File: src/hdl/asc_pkg.sv
package asc_pkg;

	////////////////////////////////////////////////////////////////////////
	// register offsets
	localparam logic [7:0] CSR_ADDR = 8'h34;
	localparam logic [7:0] HIGH_ADDR = 8'h35;
	localparam logic [7:0] LOW_ADDR = 8'h36;
	localparam logic [7:0] EVT_STAT_ADDR = 8'h37;
	localparam logic [7:0] EVT_EN_ADDR = 8'h38;
	localparam logic [7:0] EVT_CLR_ADDR = 8'h39;

	////////////////////////////////////////////////////////////////////////
	// field positions
	localparam int CSR_DONE_BIT = 7;
	localparam int CSR_SPEED_BIT = 6;
	localparam int CSR_ON_BIT = 5;
	localparam int CSR_SEL_LSB = 0;
	localparam int CH_BITS = 3;
	localparam int LOW_SLOW_BIT = 3;
	localparam int RESULT_BITS = 10;
	localparam int EVT_BITS = 2;
	localparam int EVT_DONE = 0;
	localparam int EVT_ABORT = 1;

	////////////////////////////////////////////////////////////////////////
	// reset values
	localparam logic [7:0] CSR_RESET = 8'h00;
	localparam logic [7:0] HIGH_RESET = 8'h00;
	localparam logic [7:0] LOW_RESET = 8'h00;
	localparam logic [EVT_BITS-1:0] EVT_EN_RESET = 2'h0;

	////////////////////////////////////////////////////////////////////////
	// conversion clock divider terminal counts
	localparam logic [1:0] DIV1_LAST = 2'h0;
	localparam logic [1:0] DIV2_LAST = 2'h1;
	localparam logic [1:0] DIV4_LAST = 2'h3;

	////////////////////////////////////////////////////////////////////////
	// timing
	localparam int CLK_FREQ_HZ = 40_000_000;
	localparam int SAMPLE_TICKS = 4;
	localparam int BIT_TICKS = 4;
	localparam int TICK_CNT_BITS = 4;
	localparam int STAB_TIME_NS = 1000;
	localparam int STAB_CYCLES =
		(STAB_TIME_NS * (CLK_FREQ_HZ / 1_000_000) + 999) / 1000;
	localparam int STAB_CNT_BITS = 16;

	typedef enum logic [1:0] {
		ASC_IDLE = 2'b00,
		ASC_SAMPLE = 2'b01,
		ASC_CONVERT = 2'b10
	} asc_sar_state_t;

endpackage

File: src/hdl/asc_conv_if.sv
`timescale 1ns/100ps
interface asc_conv_if import asc_pkg::*; ();
	logic tick;
	logic run;
	logic restart;
	logic cmpIn;
	logic done;
	logic busy;
	logic sample;
	logic [RESULT_BITS-1:0] result;
	logic [RESULT_BITS-1:0] trialCode;

	modport engine(input tick, input run, input restart, input cmpIn,
		output done, output busy, output sample, output result,
		output trialCode);
	modport ctrl(output tick, output run, output restart, output cmpIn,
		input done, input busy, input sample, input result,
		input trialCode);
endinterface

File: src/hdl/asc_clk_div.sv
`timescale 1ns/100ps
module asc_clk_div import asc_pkg::*; (
	input wire logic core_clk,
	input wire logic rst_b,
	input wire logic enable,
	input wire logic slowSel,
	input wire logic speedSel,
	output logic tick
);

	typedef struct packed {
		logic [1:0] cnt;
		logic tick;
	} asc_div_state_t;

	asc_div_state_t div_r;
	asc_div_state_t div_nxt;
	logic [1:0] lastCnt;

	always_comb begin
		lastCnt = slowSel ? DIV4_LAST : (speedSel ? DIV1_LAST : DIV2_LAST);
		div_nxt = div_r;
		if (!enable) begin
			div_nxt.cnt = 2'h0;
			div_nxt.tick = 1'b0;
		end else if (div_r.cnt >= lastCnt) begin
			div_nxt.cnt = 2'h0;
			div_nxt.tick = 1'b1;
		end else begin
			div_nxt.cnt = div_r.cnt + 2'h1;
			div_nxt.tick = 1'b0;
		end
	end

	always_ff @(posedge core_clk or negedge rst_b) begin
		if (!rst_b) begin
			div_r <= '0;
		end else begin
			div_r <= div_nxt;
		end
	end

	assign tick = div_r.tick;

endmodule

File: src/hdl/asc_sar_engine.sv
`timescale 1ns/100ps
module asc_sar_engine import asc_pkg::*; #(
	parameter int SAMPLE_LEN = SAMPLE_TICKS,
	parameter int BIT_LEN = BIT_TICKS
) (
	input wire logic core_clk,
	input wire logic rst_b,
	asc_conv_if.engine conv
);

	typedef struct packed {
		asc_sar_state_t state;
		logic [TICK_CNT_BITS-1:0] cnt;
		logic [3:0] bitIdx;
		logic [RESULT_BITS-1:0] code;
		logic [RESULT_BITS-1:0] result;
		logic done;
		logic sample;
	} asc_sar_regs_t;

	asc_sar_regs_t sar_r;
	asc_sar_regs_t sar_nxt;

	always_comb begin
		sar_nxt = sar_r;
		sar_nxt.done = 1'b0;
		if (!conv.run) begin
			sar_nxt.state = ASC_IDLE;
			sar_nxt.cnt = '0;
			sar_nxt.code = '0;
			sar_nxt.sample = 1'b0;
		end else if (conv.restart || sar_r.state == ASC_IDLE) begin
			sar_nxt.state = ASC_SAMPLE;
			sar_nxt.cnt = '0;
			sar_nxt.code = '0;
			sar_nxt.sample = 1'b1;
		end else if (conv.tick) begin
			case (sar_r.state)
				ASC_SAMPLE: begin
					if (sar_r.cnt == TICK_CNT_BITS'(SAMPLE_LEN - 1)) begin
						sar_nxt.state = ASC_CONVERT;
						sar_nxt.cnt = '0;
						sar_nxt.sample = 1'b0;
						sar_nxt.bitIdx = 4'(RESULT_BITS - 1);
						sar_nxt.code = 10'h200;
					end else begin
						sar_nxt.cnt = sar_r.cnt + 4'h1;
					end
				end
				ASC_CONVERT: begin
					if (sar_r.cnt == TICK_CNT_BITS'(BIT_LEN - 1)) begin
						sar_nxt.cnt = '0;
						// trial kept while input is at or above it; saturates
						if (!conv.cmpIn) begin
							sar_nxt.code[sar_r.bitIdx] = 1'b0;
						end
						if (sar_r.bitIdx == 4'h0) begin
							sar_nxt.result = sar_nxt.code;
							sar_nxt.done = 1'b1;
							sar_nxt.state = ASC_SAMPLE;
							sar_nxt.sample = 1'b1;
							sar_nxt.code = '0;
						end else begin
							sar_nxt.bitIdx = sar_r.bitIdx - 4'h1;
							sar_nxt.code[sar_r.bitIdx - 4'h1] = 1'b1;
						end
					end else begin
						sar_nxt.cnt = sar_r.cnt + 4'h1;
					end
				end
				default: begin
					sar_nxt.state = ASC_IDLE;
				end
			endcase
		end
	end

	always_ff @(posedge core_clk or negedge rst_b) begin
		if (!rst_b) begin
			sar_r <= '0;
		end else begin
			sar_r <= sar_nxt;
		end
	end

	assign conv.done = sar_r.done;
	assign conv.busy = (sar_r.state != ASC_IDLE);
	assign conv.sample = sar_r.sample;
	assign conv.result = sar_r.result;
	assign conv.trialCode = sar_r.code;

endmodule

File: src/hdl/asc_adc_sar_control.sv
`timescale 1ns/100ps
// What this block does
// - converter on powers converter and converts selected input continuously
// - converter on cleared switches converter off and stops converting
// - each finished conversion sets done flag bit 7 and stores result
// - high byte read or any status write clears done flag
// - new input select during conversion aborts, clears flag, restarts
// - input select bits 2:0 pick analog input zero to six
// - conversion clock: cpu/2, cpu, or cpu/4 from slow and speed
// - result 9:2 in high byte, 1:0 in low byte bits 1:0
// - low register bits 7:4 and 2 always read zero
// - input out of range saturates to all ones or all zeros
// - status register bits 6:5 and 2:0 read/write; done flag read only; bits 4:3 always read zero
// - wait mode no effect; halt disables, then stabilisation before use
module asc_adc_sar_control import asc_pkg::*; #(
	parameter int STAB_LEN = STAB_CYCLES,
	parameter int SAMPLE_LEN = SAMPLE_TICKS,
	parameter int BIT_LEN = BIT_TICKS
) (
	input wire logic core_clk,
	input wire logic rst_b,
	input wire logic [7:0] regAddr,
	input wire logic [7:0] regWrData,
	input wire logic regWrStb,
	input wire logic regRdStb,
	output logic [7:0] regRdData,
	input wire logic haltMode,
	input wire logic anaCompare,
	output logic anaPowerOn,
	output logic [CH_BITS-1:0] anaChannel,
	output logic anaSample,
	output logic [RESULT_BITS-1:0] anaTrialCode,
	output logic irqOut
);

	////////////////////////////////////////////////////////////////////////
	// state

	typedef struct packed {
		logic [CH_BITS-1:0] chSel;
		logic speed;
		logic convOn;
		logic slow;
		logic doneFlag;
		logic [RESULT_BITS-1:0] data;
		logic [EVT_BITS-1:0] evtStat;
		logic [EVT_BITS-1:0] evtEn;
		logic irq;
		logic [7:0] rdData;
		logic cmpMeta;
		logic cmpSync;
		logic [STAB_CNT_BITS-1:0] stabCnt;
		logic stabOk;
		logic powerOn;
	} asc_ctrl_regs_t;

	localparam asc_ctrl_regs_t CTRL_RESET = '{
		chSel: CSR_RESET[CSR_SEL_LSB +: CH_BITS],
		speed: CSR_RESET[CSR_SPEED_BIT],
		convOn: CSR_RESET[CSR_ON_BIT],
		slow: LOW_RESET[LOW_SLOW_BIT],
		doneFlag: CSR_RESET[CSR_DONE_BIT],
		data: {HIGH_RESET, LOW_RESET[1:0]},
		evtStat: '0,
		evtEn: EVT_EN_RESET,
		irq: 1'b0,
		rdData: 8'h00,
		cmpMeta: 1'b0,
		cmpSync: 1'b0,
		stabCnt: '0,
		stabOk: 1'b1,
		powerOn: 1'b0
	};

	asc_ctrl_regs_t ctrl_r;
	asc_ctrl_regs_t ctrl_nxt;

	asc_conv_if conv();

	logic divTick;
	logic csrWr;
	logic lowWr;
	logic enWr;
	logic clrWr;
	logic highRd;
	logic selChange;
	logic [EVT_BITS-1:0] evtSet;

	////////////////////////////////////////////////////////////////////////
	// conversion clock and sequencer

	asc_clk_div u_div (
		.core_clk(core_clk),
		.rst_b(rst_b),
		.enable(conv.run),
		.slowSel(ctrl_r.slow),
		.speedSel(ctrl_r.speed),
		.tick(divTick)
	);

	asc_sar_engine #(
		.SAMPLE_LEN(SAMPLE_LEN),
		.BIT_LEN(BIT_LEN)
	) u_sar (
		.core_clk(core_clk),
		.rst_b(rst_b),
		.conv(conv)
	);

	// halt stops conversion; wait mode needs nothing here
	assign conv.run = ctrl_r.convOn && !haltMode && ctrl_r.stabOk;
	assign conv.tick = divTick;
	assign conv.cmpIn = ctrl_r.cmpSync;
	assign conv.restart = selChange;

	////////////////////////////////////////////////////////////////////////
	// address decode

	always_comb begin
		csrWr = 1'b0;
		lowWr = 1'b0;
		enWr = 1'b0;
		clrWr = 1'b0;
		if (!regWrStb) begin
			csrWr = 1'b0;
		end else if (regAddr == CSR_ADDR) begin
			csrWr = 1'b1;
		end else if (regAddr == LOW_ADDR) begin
			lowWr = 1'b1;
		end else if (regAddr == EVT_EN_ADDR) begin
			enWr = 1'b1;
		end else if (regAddr == EVT_CLR_ADDR) begin
			clrWr = 1'b1;
		end
	end

	assign highRd = regRdStb && (regAddr == HIGH_ADDR);

	// new input select while converting: abort and restart
	assign selChange = csrWr && conv.busy && conv.run &&
		(regWrData[CSR_SEL_LSB +: CH_BITS] != ctrl_r.chSel);

	assign evtSet[EVT_DONE] = conv.done;
	assign evtSet[EVT_ABORT] = selChange;

	////////////////////////////////////////////////////////////////////////
	// next state

	always_comb begin
		ctrl_nxt = ctrl_r;

		ctrl_nxt.cmpMeta = anaCompare;
		ctrl_nxt.cmpSync = ctrl_r.cmpMeta;

		if (csrWr) begin
			// done flag position is ignored on write
			ctrl_nxt.chSel = regWrData[CSR_SEL_LSB +: CH_BITS];
			ctrl_nxt.speed = regWrData[CSR_SPEED_BIT];
			ctrl_nxt.convOn = regWrData[CSR_ON_BIT];
		end
		if (lowWr) begin
			ctrl_nxt.slow = regWrData[LOW_SLOW_BIT];
		end

		// set wins over clear
		if (conv.done) begin
			ctrl_nxt.doneFlag = 1'b1;
			ctrl_nxt.data = conv.result;
		end else if (csrWr || highRd) begin
			ctrl_nxt.doneFlag = 1'b0;
		end

		if (haltMode) begin
			ctrl_nxt.stabCnt = '0;
			ctrl_nxt.stabOk = 1'b0;
		end else if (!ctrl_r.stabOk) begin
			if (ctrl_r.stabCnt == STAB_CNT_BITS'(STAB_LEN - 1)) begin
				ctrl_nxt.stabOk = 1'b1;
			end else begin
				ctrl_nxt.stabCnt = ctrl_r.stabCnt + 16'h0001;
			end
		end
		ctrl_nxt.powerOn = ctrl_nxt.convOn && !haltMode;

		if (clrWr) begin
			ctrl_nxt.evtStat = ctrl_r.evtStat & ~regWrData[EVT_BITS-1:0];
		end
		ctrl_nxt.evtStat = ctrl_nxt.evtStat | evtSet;
		if (enWr) begin
			ctrl_nxt.evtEn = regWrData[EVT_BITS-1:0];
		end
		ctrl_nxt.irq = |(ctrl_nxt.evtStat & ctrl_nxt.evtEn);

		// read data stands only in the cycle after the strobe
		ctrl_nxt.rdData = 8'h00;
		if (!regRdStb) begin
			ctrl_nxt.rdData = 8'h00;
		end else if (regAddr == CSR_ADDR) begin
			ctrl_nxt.rdData[CSR_DONE_BIT] = ctrl_r.doneFlag;
			ctrl_nxt.rdData[CSR_SPEED_BIT] = ctrl_r.speed;
			ctrl_nxt.rdData[CSR_ON_BIT] = ctrl_r.convOn;
			ctrl_nxt.rdData[CSR_SEL_LSB +: CH_BITS] = ctrl_r.chSel;
		end else if (regAddr == HIGH_ADDR) begin
			ctrl_nxt.rdData = ctrl_r.data[RESULT_BITS-1:2];
		end else if (regAddr == LOW_ADDR) begin
			ctrl_nxt.rdData[1:0] = ctrl_r.data[1:0];
			ctrl_nxt.rdData[LOW_SLOW_BIT] = ctrl_r.slow;
		end else if (regAddr == EVT_STAT_ADDR) begin
			ctrl_nxt.rdData[EVT_BITS-1:0] = ctrl_r.evtStat;
		end else if (regAddr == EVT_EN_ADDR) begin
			ctrl_nxt.rdData[EVT_BITS-1:0] = ctrl_r.evtEn;
		end
	end

	always_ff @(posedge core_clk or negedge rst_b) begin
		if (!rst_b) begin
			ctrl_r <= CTRL_RESET;
		end else begin
			ctrl_r <= ctrl_nxt;
		end
	end

	////////////////////////////////////////////////////////////////////////
	// outputs

	assign regRdData = ctrl_r.rdData;
	assign anaPowerOn = ctrl_r.powerOn;
	assign anaChannel = ctrl_r.chSel;
	assign anaSample = conv.sample;
	assign anaTrialCode = conv.trialCode;
	assign irqOut = ctrl_r.irq;

endmodule

File: config.mk
export PLATFORM = sky130hd
export DESIGN_NAME = asc_adc_sar_control
export DESIGN_NICKNAME = d
export VERILOG_FILES = /design/src/hdl/asc_pkg.sv /design/src/hdl/asc_conv_if.sv /design/src/hdl/asc_clk_div.sv /design/src/hdl/asc_sar_engine.sv /design/src/hdl/asc_adc_sar_control.sv
export SDC_FILE = /design/constraint.sdc
export NUM_CORES = 1
export LEC_CHECK = 0
export BUFFER_PORTS_ARGS = -buffer_cell sky130_fd_sc_hd__clkbuf_2
export CORE_MARGIN = 2
export CORE_UTILIZATION = 56
export CTS_CLUSTER_SIZE = 14
export DETAILED_ROUTE_END_ITERATION = 8
export PLACE_DENSITY_LB_ADDON = 0.3
export SYNTH_ARGS = -nofsm -noshare
export SYNTH_HDL_FRONTEND = slang
export SYNTH_SLANG_ARGS = --single-unit
File: constraint.sdc
create_clock -name core_clk -period 3.2 [get_ports core_clk]
set_input_delay 0.16 -clock core_clk [delete_from_list [all_inputs] [get_ports core_clk]]
set_output_delay 0.16 -clock core_clk [all_outputs]
set_load 0.005 [all_outputs]
==> impl_metrics.toml, run 1 <==
[placed_design]
globalplace.congestion = 0.854
dp_hpwl_um = 6250
io_buffers = 43

[timing]
tns_ns = 0
slew_violations = 0
setup_viol = 0
finalCritPeriodShare = 0.791
relSlewSlack = 0.307
finalHoldViolations = 38
holdWs_ns = -0.0294
rsz0062_at_grt = "no"
finClkSkew_ns = 0.0106
fmax_mhz = 395
worstMarginPinSlew_ns = 1.04
finalCriticalPeriod_ns = 2.53

[worst_setup_path]
arrival_ns = 2.83
start_kind = "flop"
crit_fanout = 14
end_kind = "flop"
cp_data_required_time_ns = 3.50
worstSetupPathType = "reg -> reg"

[grt]
grt_pass1_vias = 3203
track_usage = 0.225
grt_max_degree = 86
antenna_found_initial = 0
grt_overflow = 0
grt_pass1_wl_um = 15200

[yosys]
yosys_warnings = 0
syn_area_sq_um = 4420
ys_seq_area_frac = 0.482
synth_edf_count = 0
synth_flop_cell = "dfrtp_1"
synth_top_family_by_area = "simple AND/OR/NAND/NOR gates"
synth_top_area_frac = 0.476
synth_largest_area_cell = "dfrtp_1"
syn_inst = 445
ys_seq_elements = 85
synthSimpleGateAreaFrac = 0.180
synthMuxAreaShare = 0.0569
avgSynthCellArea_sq_um = 9.93
synth_fp_nets = 478
synth_compound_area_frac = 0.165
synth-adder-area-share = 0.0312
yosys.cell_types.count = 60
synthXorXnorAreaFrac = 0.0198
synth_area_leaders = "dfrtp_1 48%, mux2_2 4.3%, o21ai_0 4.2%"
synthArstFlopShare = 1.00

[flow_run]
cap_violations = 0

[finish]
n_antenna_cell = 0
drive_gt1_frac = 0.195
nNetsFinal = 500
syn_to_final_growth_pct = 8.16
utilization = 0.621

[power_and_ir_drop]
p_per_area_nw_per_um2 = 409
peakVddDrop_v = 0.000216
p_leak_uw = 0.00218

[cts]
cts_sinks = 85
clk_latency_ns = 0.37
clockBufferDepth = 2
cts_root_buffer = "clkbuf_8"
cts_tree = "done"
path_clk_slew_ns = 0.09
hold_buffers = 1
postCtsSetupBuffers = 0
numCtsBuffers = 9
cts-htree-levels = 3
cts_resized = 0

[floorplanning]
die_h_um = 92.8
core-area_sq_um = 7690
dieArea_sq_um = 8610
dieWidth_um = 92.8
io_pins = 46
rows = 32
start_util = 0.575

[routing]
drc_errors = 0
final_antenna_net_count = 0
firstDrtPassIters = 4
wl_per_cell_um = 15.7
via_per_inst = 5.80
drtIter0Drc = 231
routed_wl_um = 8990
num_vias = 3330

[run_status]
violations = "negative hold slack"
status = "finished, violations left"

[min_path]
hold_class = "in -> async"
## layer usage
layer,GRT usage,routed length (um),up-vias
met5,0,0,-
met4,0.0931,172,0
met3,0.0415,351,18
met2,0.359,4400,75
met1,0.305,4070,1630
li1,-,-,1607
## sequential cells by signal (all words and copies together), names as in the netlist
| name | flops |
|---|---|
| ctrl_r | 35 |
| u_sar.conv.result | 10 |
| u_sar.conv.trialCode | 10 |
| u_sar.sar_r | 10 |
| regRdData | 8 |
| anaChannel | 3 |
| u_div.div_r | 2 |
| anaPowerOn | 1 |
| conv.cmpIn | 1 |
| ctrl_nxt | 1 |
| irqOut | 1 |
| u_div.tick | 1 |
| u_sar.conv.done | 1 |
| u_sar.conv.sample | 1 |
## stage by stage
step / power (uW) / instance area [sq um] / worst slack (ns) / cells
after detailed placement: 1200 / 4570 / 0.774 / 557
after global placement: 1200 / 4570 / 0.799 / 557
after CTS: 1970 / 4780 / 0.704 / 574
final: 1950 / 4780 / 0.668 / 574
after global routing: 2030 / 4780 / 0.475 / 574
after floorplan: 1150 / 4420 / 1.28 / 445
## kinds of logic (layout without fill, tap and decap cells)
kind of cell / count (synthesis) / after routing
compound gates: 113 / 113
xor+xnor: 10 / 10
mux: 23 / 23
flops: 85 / 85
simple gates: 151 / 151
fa+ha+maj: 11 / 11
buf+inv: 52 / 79
## worst paths after layout
kind,start,endpoint,slack [ns],depth (start not counted)
worst max-delay path,u_sar.sar_r[22]$_DFFE_PN0P_,u_sar.conv.trialCode[6]$_DFFE_PN0P_,0.67,6
worst min-delay path,rst_b,regRdData[4]$_DFF_PN0_,-0.03,1
worst max register to register,u_sar.sar_r[22]$_DFFE_PN0P_,u_sar.conv.trialCode[6]$_DFFE_PN0P_,0.67,6
worst min register to register,ctrl_nxt[18]$_DFF_PN0_,conv.cmpIn$_DFF_PN0_,0.36,0
max in group asynchronous,rst_b,u_sar.sar_r[25]$_DFFE_PN0P_,2.56,1
min in group core_clk,regWrData[6],ctrl_r[46]$_DFFE_PN0N_,0.02,2
## worst max-delay path, stage by stage (launching register included)
cell	delay, ns
dfrtp_1	0.51
inv_1	0.13
ha_1	0.38
a21oi_1	0.34
o211ai_1	0.45
nor2_1	0.45
a22o_1	0.22
## layout by cell type, fill, tap and decap left out, types with 7 or more instances in the layout
cell	count
nand3_1	14
clkbuf_8	9
a31oi_1	7
nor3_1	7
nand2_1	30
o21ai_0	37
a21oi_1	18
nand2b_1	13
o21ai_1	8
ha_1	11
o31ai_1	8
nor2_1	43
mux2_2	17
clkbuf_2	42
a22o_1	8
inv_1	14
dfrtp_1	84
## cell type report
class / instances / area [sq um]
clock buffer: 10 / 128
clock inverter: 6 / 71.3
fill: 643 / 2910
inverter: 14 / 52.6
multi-input combinational: 308 / 2000
sequential: 85 / 2130
tap: 102 / 128
timing repair buffer: 49 / 265
## Yosys cell counts, types with 11 or more instances
| cell | instances |
|---|---|
| buf_4 | 21 |
| nand2_1 | 30 |
| nor2_1 | 43 |
| ha_1 | 11 |
| dfrtp_1 | 84 |
| nand2b_1 | 13 |
| inv_1 | 14 |
| nand3_1 | 14 |
| clkbuf_1 | 12 |
| o21ai_0 | 37 |
| mux2_2 | 17 |
| a21oi_1 | 18 |
## power breakdown
group	leakage [uW]	internal [uW]	switching (uW)
Sequential	0.00117	1080	8.98
Clock	0.0000931	366	410
Combinational	0.000917	31.3	53.1
(Power assumes the default switching activity.)
==> run 2, diff against run 1 <==
==> constraint.sdc (replaced) <==
create_clock -name core_clk -period 2.4 [get_ports core_clk]
set_input_delay 0.12 -clock core_clk [delete_from_list [all_inputs] [get_ports core_clk]]
set_output_delay 0.12 -clock core_clk [all_outputs]
set_load 0.005 [all_outputs]
==> impl_metrics.toml, run 2 (synthesis gave the netlist of run 1 again) <==
[run_status]
status = "complete, no violations"

[floorplanning]
die_h_um = 92.8
dieArea_sq_um = 8610
start_util = 0.575
core-area_sq_um = 7690
rows = 32
io_pins = 46
dieWidth_um = 92.8

[cts]
clockBufferDepth = 2
cts_sinks = 85
clk_latency_ns = 0.35
cts_resized = 0
postCtsSetupBuffers = 0
cts_tree = "done"
cts-htree-levels = 3
numCtsBuffers = 9
path_clk_slew_ns = 0.08
cts_root_buffer = "clkbuf_8"
hold_buffers = 3

[min_path]
holdPathStages = 2
holdCritStartpoint = "regRdStb"
hold_end = "regRdData[1]$_DFF_PN0_"
hold_class = "in -> reg"

[timing]
holdWs_ns = 0.0136
fmax_mhz = 466
finalHoldViolations = 0
relSlewSlack = 0.508
slew_violations = 0
tns_ns = 0
finalCriticalPeriod_ns = 2.15
worstMarginPinSlew_ns = 0.735
finClkSkew_ns = 0.0114
rsz0062_at_grt = "no"
setup_viol = 0
finalCritPeriodShare = 0.895
final.setup.worst_slack_ns = 0.252

[finish]
final_cell_mix = "84 x dfrtp_1, 43 x nor2_1, 42 x clkbuf_2"
nNetsFinal = 515
drive_gt1_frac = 0.216
regMostFlops = "ctrl_r"
largest_register_ff_count = 35
final_common_cell = "dfrtp_1"
regArea_sq_um = 2130
num-fill-cells = 642
n_antenna_cell = 0
multiInputGateArea_sq_um = 2000
syn_to_final_growth_pct = 11.9

[flow_run]
cap_violations = 0

[worst_setup_path]
r2r_start = "ctrl_r[2]$_DFFE_PN0P_"
r2r-end = "ctrl_r[14]$_DFFE_PN0P_"
crit_buf_inv = 1
cpMaxStageDelayCell = "or4bb_1"
cp_data_required_time_ns = 2.63
max_stage_delay_ns = 0.51
path_cells = "ha_1 -> or4bb_1 -> o41ai_2 -> buf_4 -> nand2b_1 -> o31ai_1"
crit_fanout = 12
crit_family = "simple AND/OR/NAND/NOR gates"
ff2ff_path_depth = 6
end_kind = "flop"
arrival_ns = 2.38
worstSetupPathType = "reg -> reg"
r2r_setup_slack_ns = 0.25
start_kind = "flop"

[power_and_ir_drop]
p_leak_uw = 0.00228
peakVddDrop_v = 0.000348
pwr-share-comb = 0.044
intPower_uw = 2210
switchingPower_uw = 600
p_per_area_nw_per_um2 = 569
swShare = 0.213
p_clk_frac = 0.438
pwr-share-seq = 0.518

[routing]
via_per_inst = 5.81
drc_errors = 0
routed_wl_um = 9440
firstDrtPassIters = 4
final_antenna_net_count = 0
drtIter0Drc = 243
num_vias = 3418
wl_per_cell_um = 16.1

[placed_design]
dp_hpwl_um = 6830
globalplace.congestion = 0.861
dpl_worst_slack_ns = 0.340
io_buffers = 43

[grt]
grt_max_degree = 49
antenna_found_initial = 0
track_usage = 0.228
grt_pass1_wl_um = 15600
grt_overflow = 0
grt_pass1_vias = 3305
-- run 2: worst register-to-register path, cell delays in order (launching register included) --
cell      delay (ns)
dfrtp_1         0.42
ha_1            0.26
or4bb_1         0.51
o41ai_2         0.32
buf_4           0.25
nand2b_1        0.19
o31ai_1         0.09
-- run 2: area by class of cell --
cell class / count / share of cell area
sequential: 85 / 0.431
multi-input combinational: 308 / 0.406
timing repair buffer: 64 / 0.0775
clock buffer: 10 / 0.0279
tap: 102 / 0.0258
clock inverter: 5 / 0.0218
inverter: 14 / 0.0106
-- run 2: how the worst max path moves through the flow --
stage,from,endpoint,slack (ns),cells past startpoint
floorplan,ctrl_r[6]$_DFFE_PN0P_,ctrl_r[16]$_DFFE_PN0P_,0.48,6
global placement,u_sar.sar_r[22]$_DFFE_PN0P_,u_sar.conv.trialCode[7]$_DFFE_PN0P_,0.36,7
detailed placement,u_sar.sar_r[22]$_DFFE_PN0P_,u_sar.conv.trialCode[4]$_DFFE_PN0P_,0.34,6
CTS,ctrl_r[2]$_DFFE_PN0P_,ctrl_r[16]$_DFFE_PN0P_,0.26,7
global route,u_sar.sar_r[26]$_DFFE_PN0P_,u_sar.conv.trialCode[7]$_DFFE_PN0P_,0.06,7
finish,ctrl_r[2]$_DFFE_PN0P_,ctrl_r[14]$_DFFE_PN0P_,0.25,6
-- run 2: metrics by stage --
step / instances / power (uW) / area, sq um / util
floorplan: 445 / 1540 / 4420 / -
finish: 588 / 2810 / 4940 / 0.643
detailed placement: 570 / 1610 / 4670 / 0.607
global placement: 570 / 1600 / 4670 / 0.607
global route: 588 / 2910 / 4940 / 0.643
CTS: 588 / 2840 / 4940 / 0.643
-- run 2: power by group through the flow --
stage | Combinational [uW] | Sequential [uW] | Clock [uW]
2_1_floorplan | 56.7 | 1480 | 0
3_3_place_gp | 117 | 1480 | 0
3_5_place_dp | 122 | 1490 | 0
4_1_cts | 126 | 1460 | 1250
5_1_grt | 140 | 1460 | 1320
6_report | 124 | 1460 | 1230
-- run 2: layer usage --
layer  GRT usage  vias to the layer above  wire [um]
li1            -                     1643          -
met3      0.0448                       19        414
met4      0.0748                        0        204
met5           0                        -          0
met1       0.296                     1650       4130
met2       0.386                      106       4700
==> run 3, diff against run 2 <==
==> constraint.sdc (replaced) <==
create_clock -name core_clk -period 2.22 [get_ports core_clk]
set_input_delay 0.111 -clock core_clk [delete_from_list [all_inputs] [get_ports core_clk]]
set_output_delay 0.111 -clock core_clk [all_outputs]
set_load 0.005 [all_outputs]
==> impl_metrics.toml, run 3 (synthesis gave the netlist of run 1 again) <==
[timing]
rsz0062_at_grt = "no"
slew_violations = 0
finalCriticalPeriod_ns = 2.00
fmax_mhz = 499
worstMarginPinSlew_ns = 0.616
tns_ns = 0
finClkSkew_ns = 0.0126
finalHoldViolations = 0
setup_viol = 0
finalCritPeriodShare = 0.902
relSlewSlack = 0.589

[worst_setup_path]
worstSetupPathType = "reg -> reg"
path_cells = "or4b_4 -> o41ai_4 -> buf_4 -> nor4_1 -> xnor2_1 -> nor2_1"
max_stage_delay_ns = 0.56
r2r_setup_slack_ns = 0.22
crit_buf_inv = 1
crit_family = "simple AND/OR/NAND/NOR gates"
cpMaxStageDelayCell = "or4b_4"
r2r_start = "ctrl_r[11]$_DFFE_PN0P_"
r2r-end = "ctrl_r[17]$_DFFE_PN0P_"
crit_fanout = 11
start_kind = "flop"
end_kind = "flop"
arrival_ns = 2.25
cp_data_required_time_ns = 2.47
ff2ff_path_depth = 6

[grt]
grt_overflow = 0
track_usage = 0.221
antenna_found_initial = 0
grt_pass1_wl_um = 15200
grt_max_degree = 47
grt_pass1_vias = 3226

[run_status]
status = "complete, no violations"

[placed_design]
placed_cell_area_sq_um = 4700
globalplace.congestion = 0.887
io_buffers = 43
dp_hpwl_um = 6540
dp.cells = 573

[finish]
drive_gt1_frac = 0.221
largest_register_ff_count = 35
final_common_cell = "dfrtp_1"
syn_to_final_growth_pct = 11.9
final_area_sq_um = 4940
final_cell_mix = "84 x dfrtp_1, 43 x nor2_1, 42 x clkbuf_2"
nNetsFinal = 521
regMostFlops = "ctrl_r"
n_antenna_cell = 0
fin_cells = 595

[min_path]
hold_class = "in -> reg"
holdPathStages = 2
hold_end = "ctrl_r[44]$_DFFE_PN0P_"
holdCritStartpoint = "regWrStb"

[power_and_ir_drop]
peakVddDrop_v = 0.000331
p_leak_uw = 0.00227
p_per_area_nw_per_um2 = 556

[routing]
drtIter0Drc = 265
final_antenna_net_count = 0
wl_per_cell_um = 15.2
via_per_inst = 5.86
routed_wl_um = 9020
num_vias = 3484
firstDrtPassIters = 5
drc_errors = 0

[floorplanning]
dieArea_sq_um = 8610
die_h_um = 92.8
io_pins = 46
start_util = 0.575
core-area_sq_um = 7690
dieWidth_um = 92.8
rows = 32

[cts]
numCtsBuffers = 9
clockBufferDepth = 2
cts-htree-levels = 3
path_clk_slew_ns = 0.10
cts_tree = "done"
cts_sinks = 85
clk_latency_ns = 0.36
cts_root_buffer = "clkbuf_8"
cts_resized = 0

[flow_run]
cap_violations = 0
run 3: layout make-up:
cell class / instances / area, sq um
flip-flops and latches: 85 / 2130
well taps: 102 / 128
repair buffers: 70 / 448
inverters: 14 / 52.6
clock buffers: 9 / 124
fillers: 650 / 2750
clock inverters: 7 / 57.6
multi-input cells: 308 / 2000
run 3: report_power, final:
group | total, uW | internal, uW | switching, uW
Sequential | 1570 | 1560 | 13.4
Combinational | 140 | 59.1 | 81.0
Clock | 1030 | 422 | 610
Total | 2750 | 2040 | 705
run 3: through the flow:
stage	power [uW]	setup slack (ns)	util	hold slack, ns
2_1_floorplan	1660	0.301	-	-0.185
3_3_place_gp	1730	0.271	0.611	0.125
3_5_place_dp	1740	0.228	0.611	0.125
4_1_cts	2770	0.208	0.643	0.00684
5_1_grt	2840	0.0682	0.643	0.0204
6_report	2750	0.217	0.643	0.0277
run 3: worst max-delay path by stage:
stage                                        end                    from  cells past startpoint
after global routing      ctrl_r[12]$_DFFE_PN0P_  ctrl_r[15]$_DFFE_PN0P_                      6
after global placement    ctrl_r[11]$_DFFE_PN0P_  ctrl_r[15]$_DFFE_PN0P_                      6
after floorplan           ctrl_r[16]$_DFFE_PN0P_   ctrl_r[6]$_DFFE_PN0P_                      6
after detailed placement  ctrl_r[11]$_DFFE_PN0P_  ctrl_r[15]$_DFFE_PN0P_                      6
final                     ctrl_r[17]$_DFFE_PN0P_  ctrl_r[11]$_DFFE_PN0P_                      6
after CTS                 ctrl_r[17]$_DFFE_PN0P_  ctrl_r[11]$_DFFE_PN0P_                      6
run 3: routing by layer:
layer	vias to the layer above	GRT usage	routed length (um)
met1	1716	0.301	4090
met5	-	0	0
met4	0	0.0858	146
li1	1657	-	-
met2	92	0.355	4430
met3	19	0.0366	355
run 3: what timing repair did:
| action | in CTS | in global routing |
|---|---|---|
| hold buffers | 6 | 0 |
| hold endpoints to repair | 46 | 0 |
| buffers inserted | 0 | 0 |
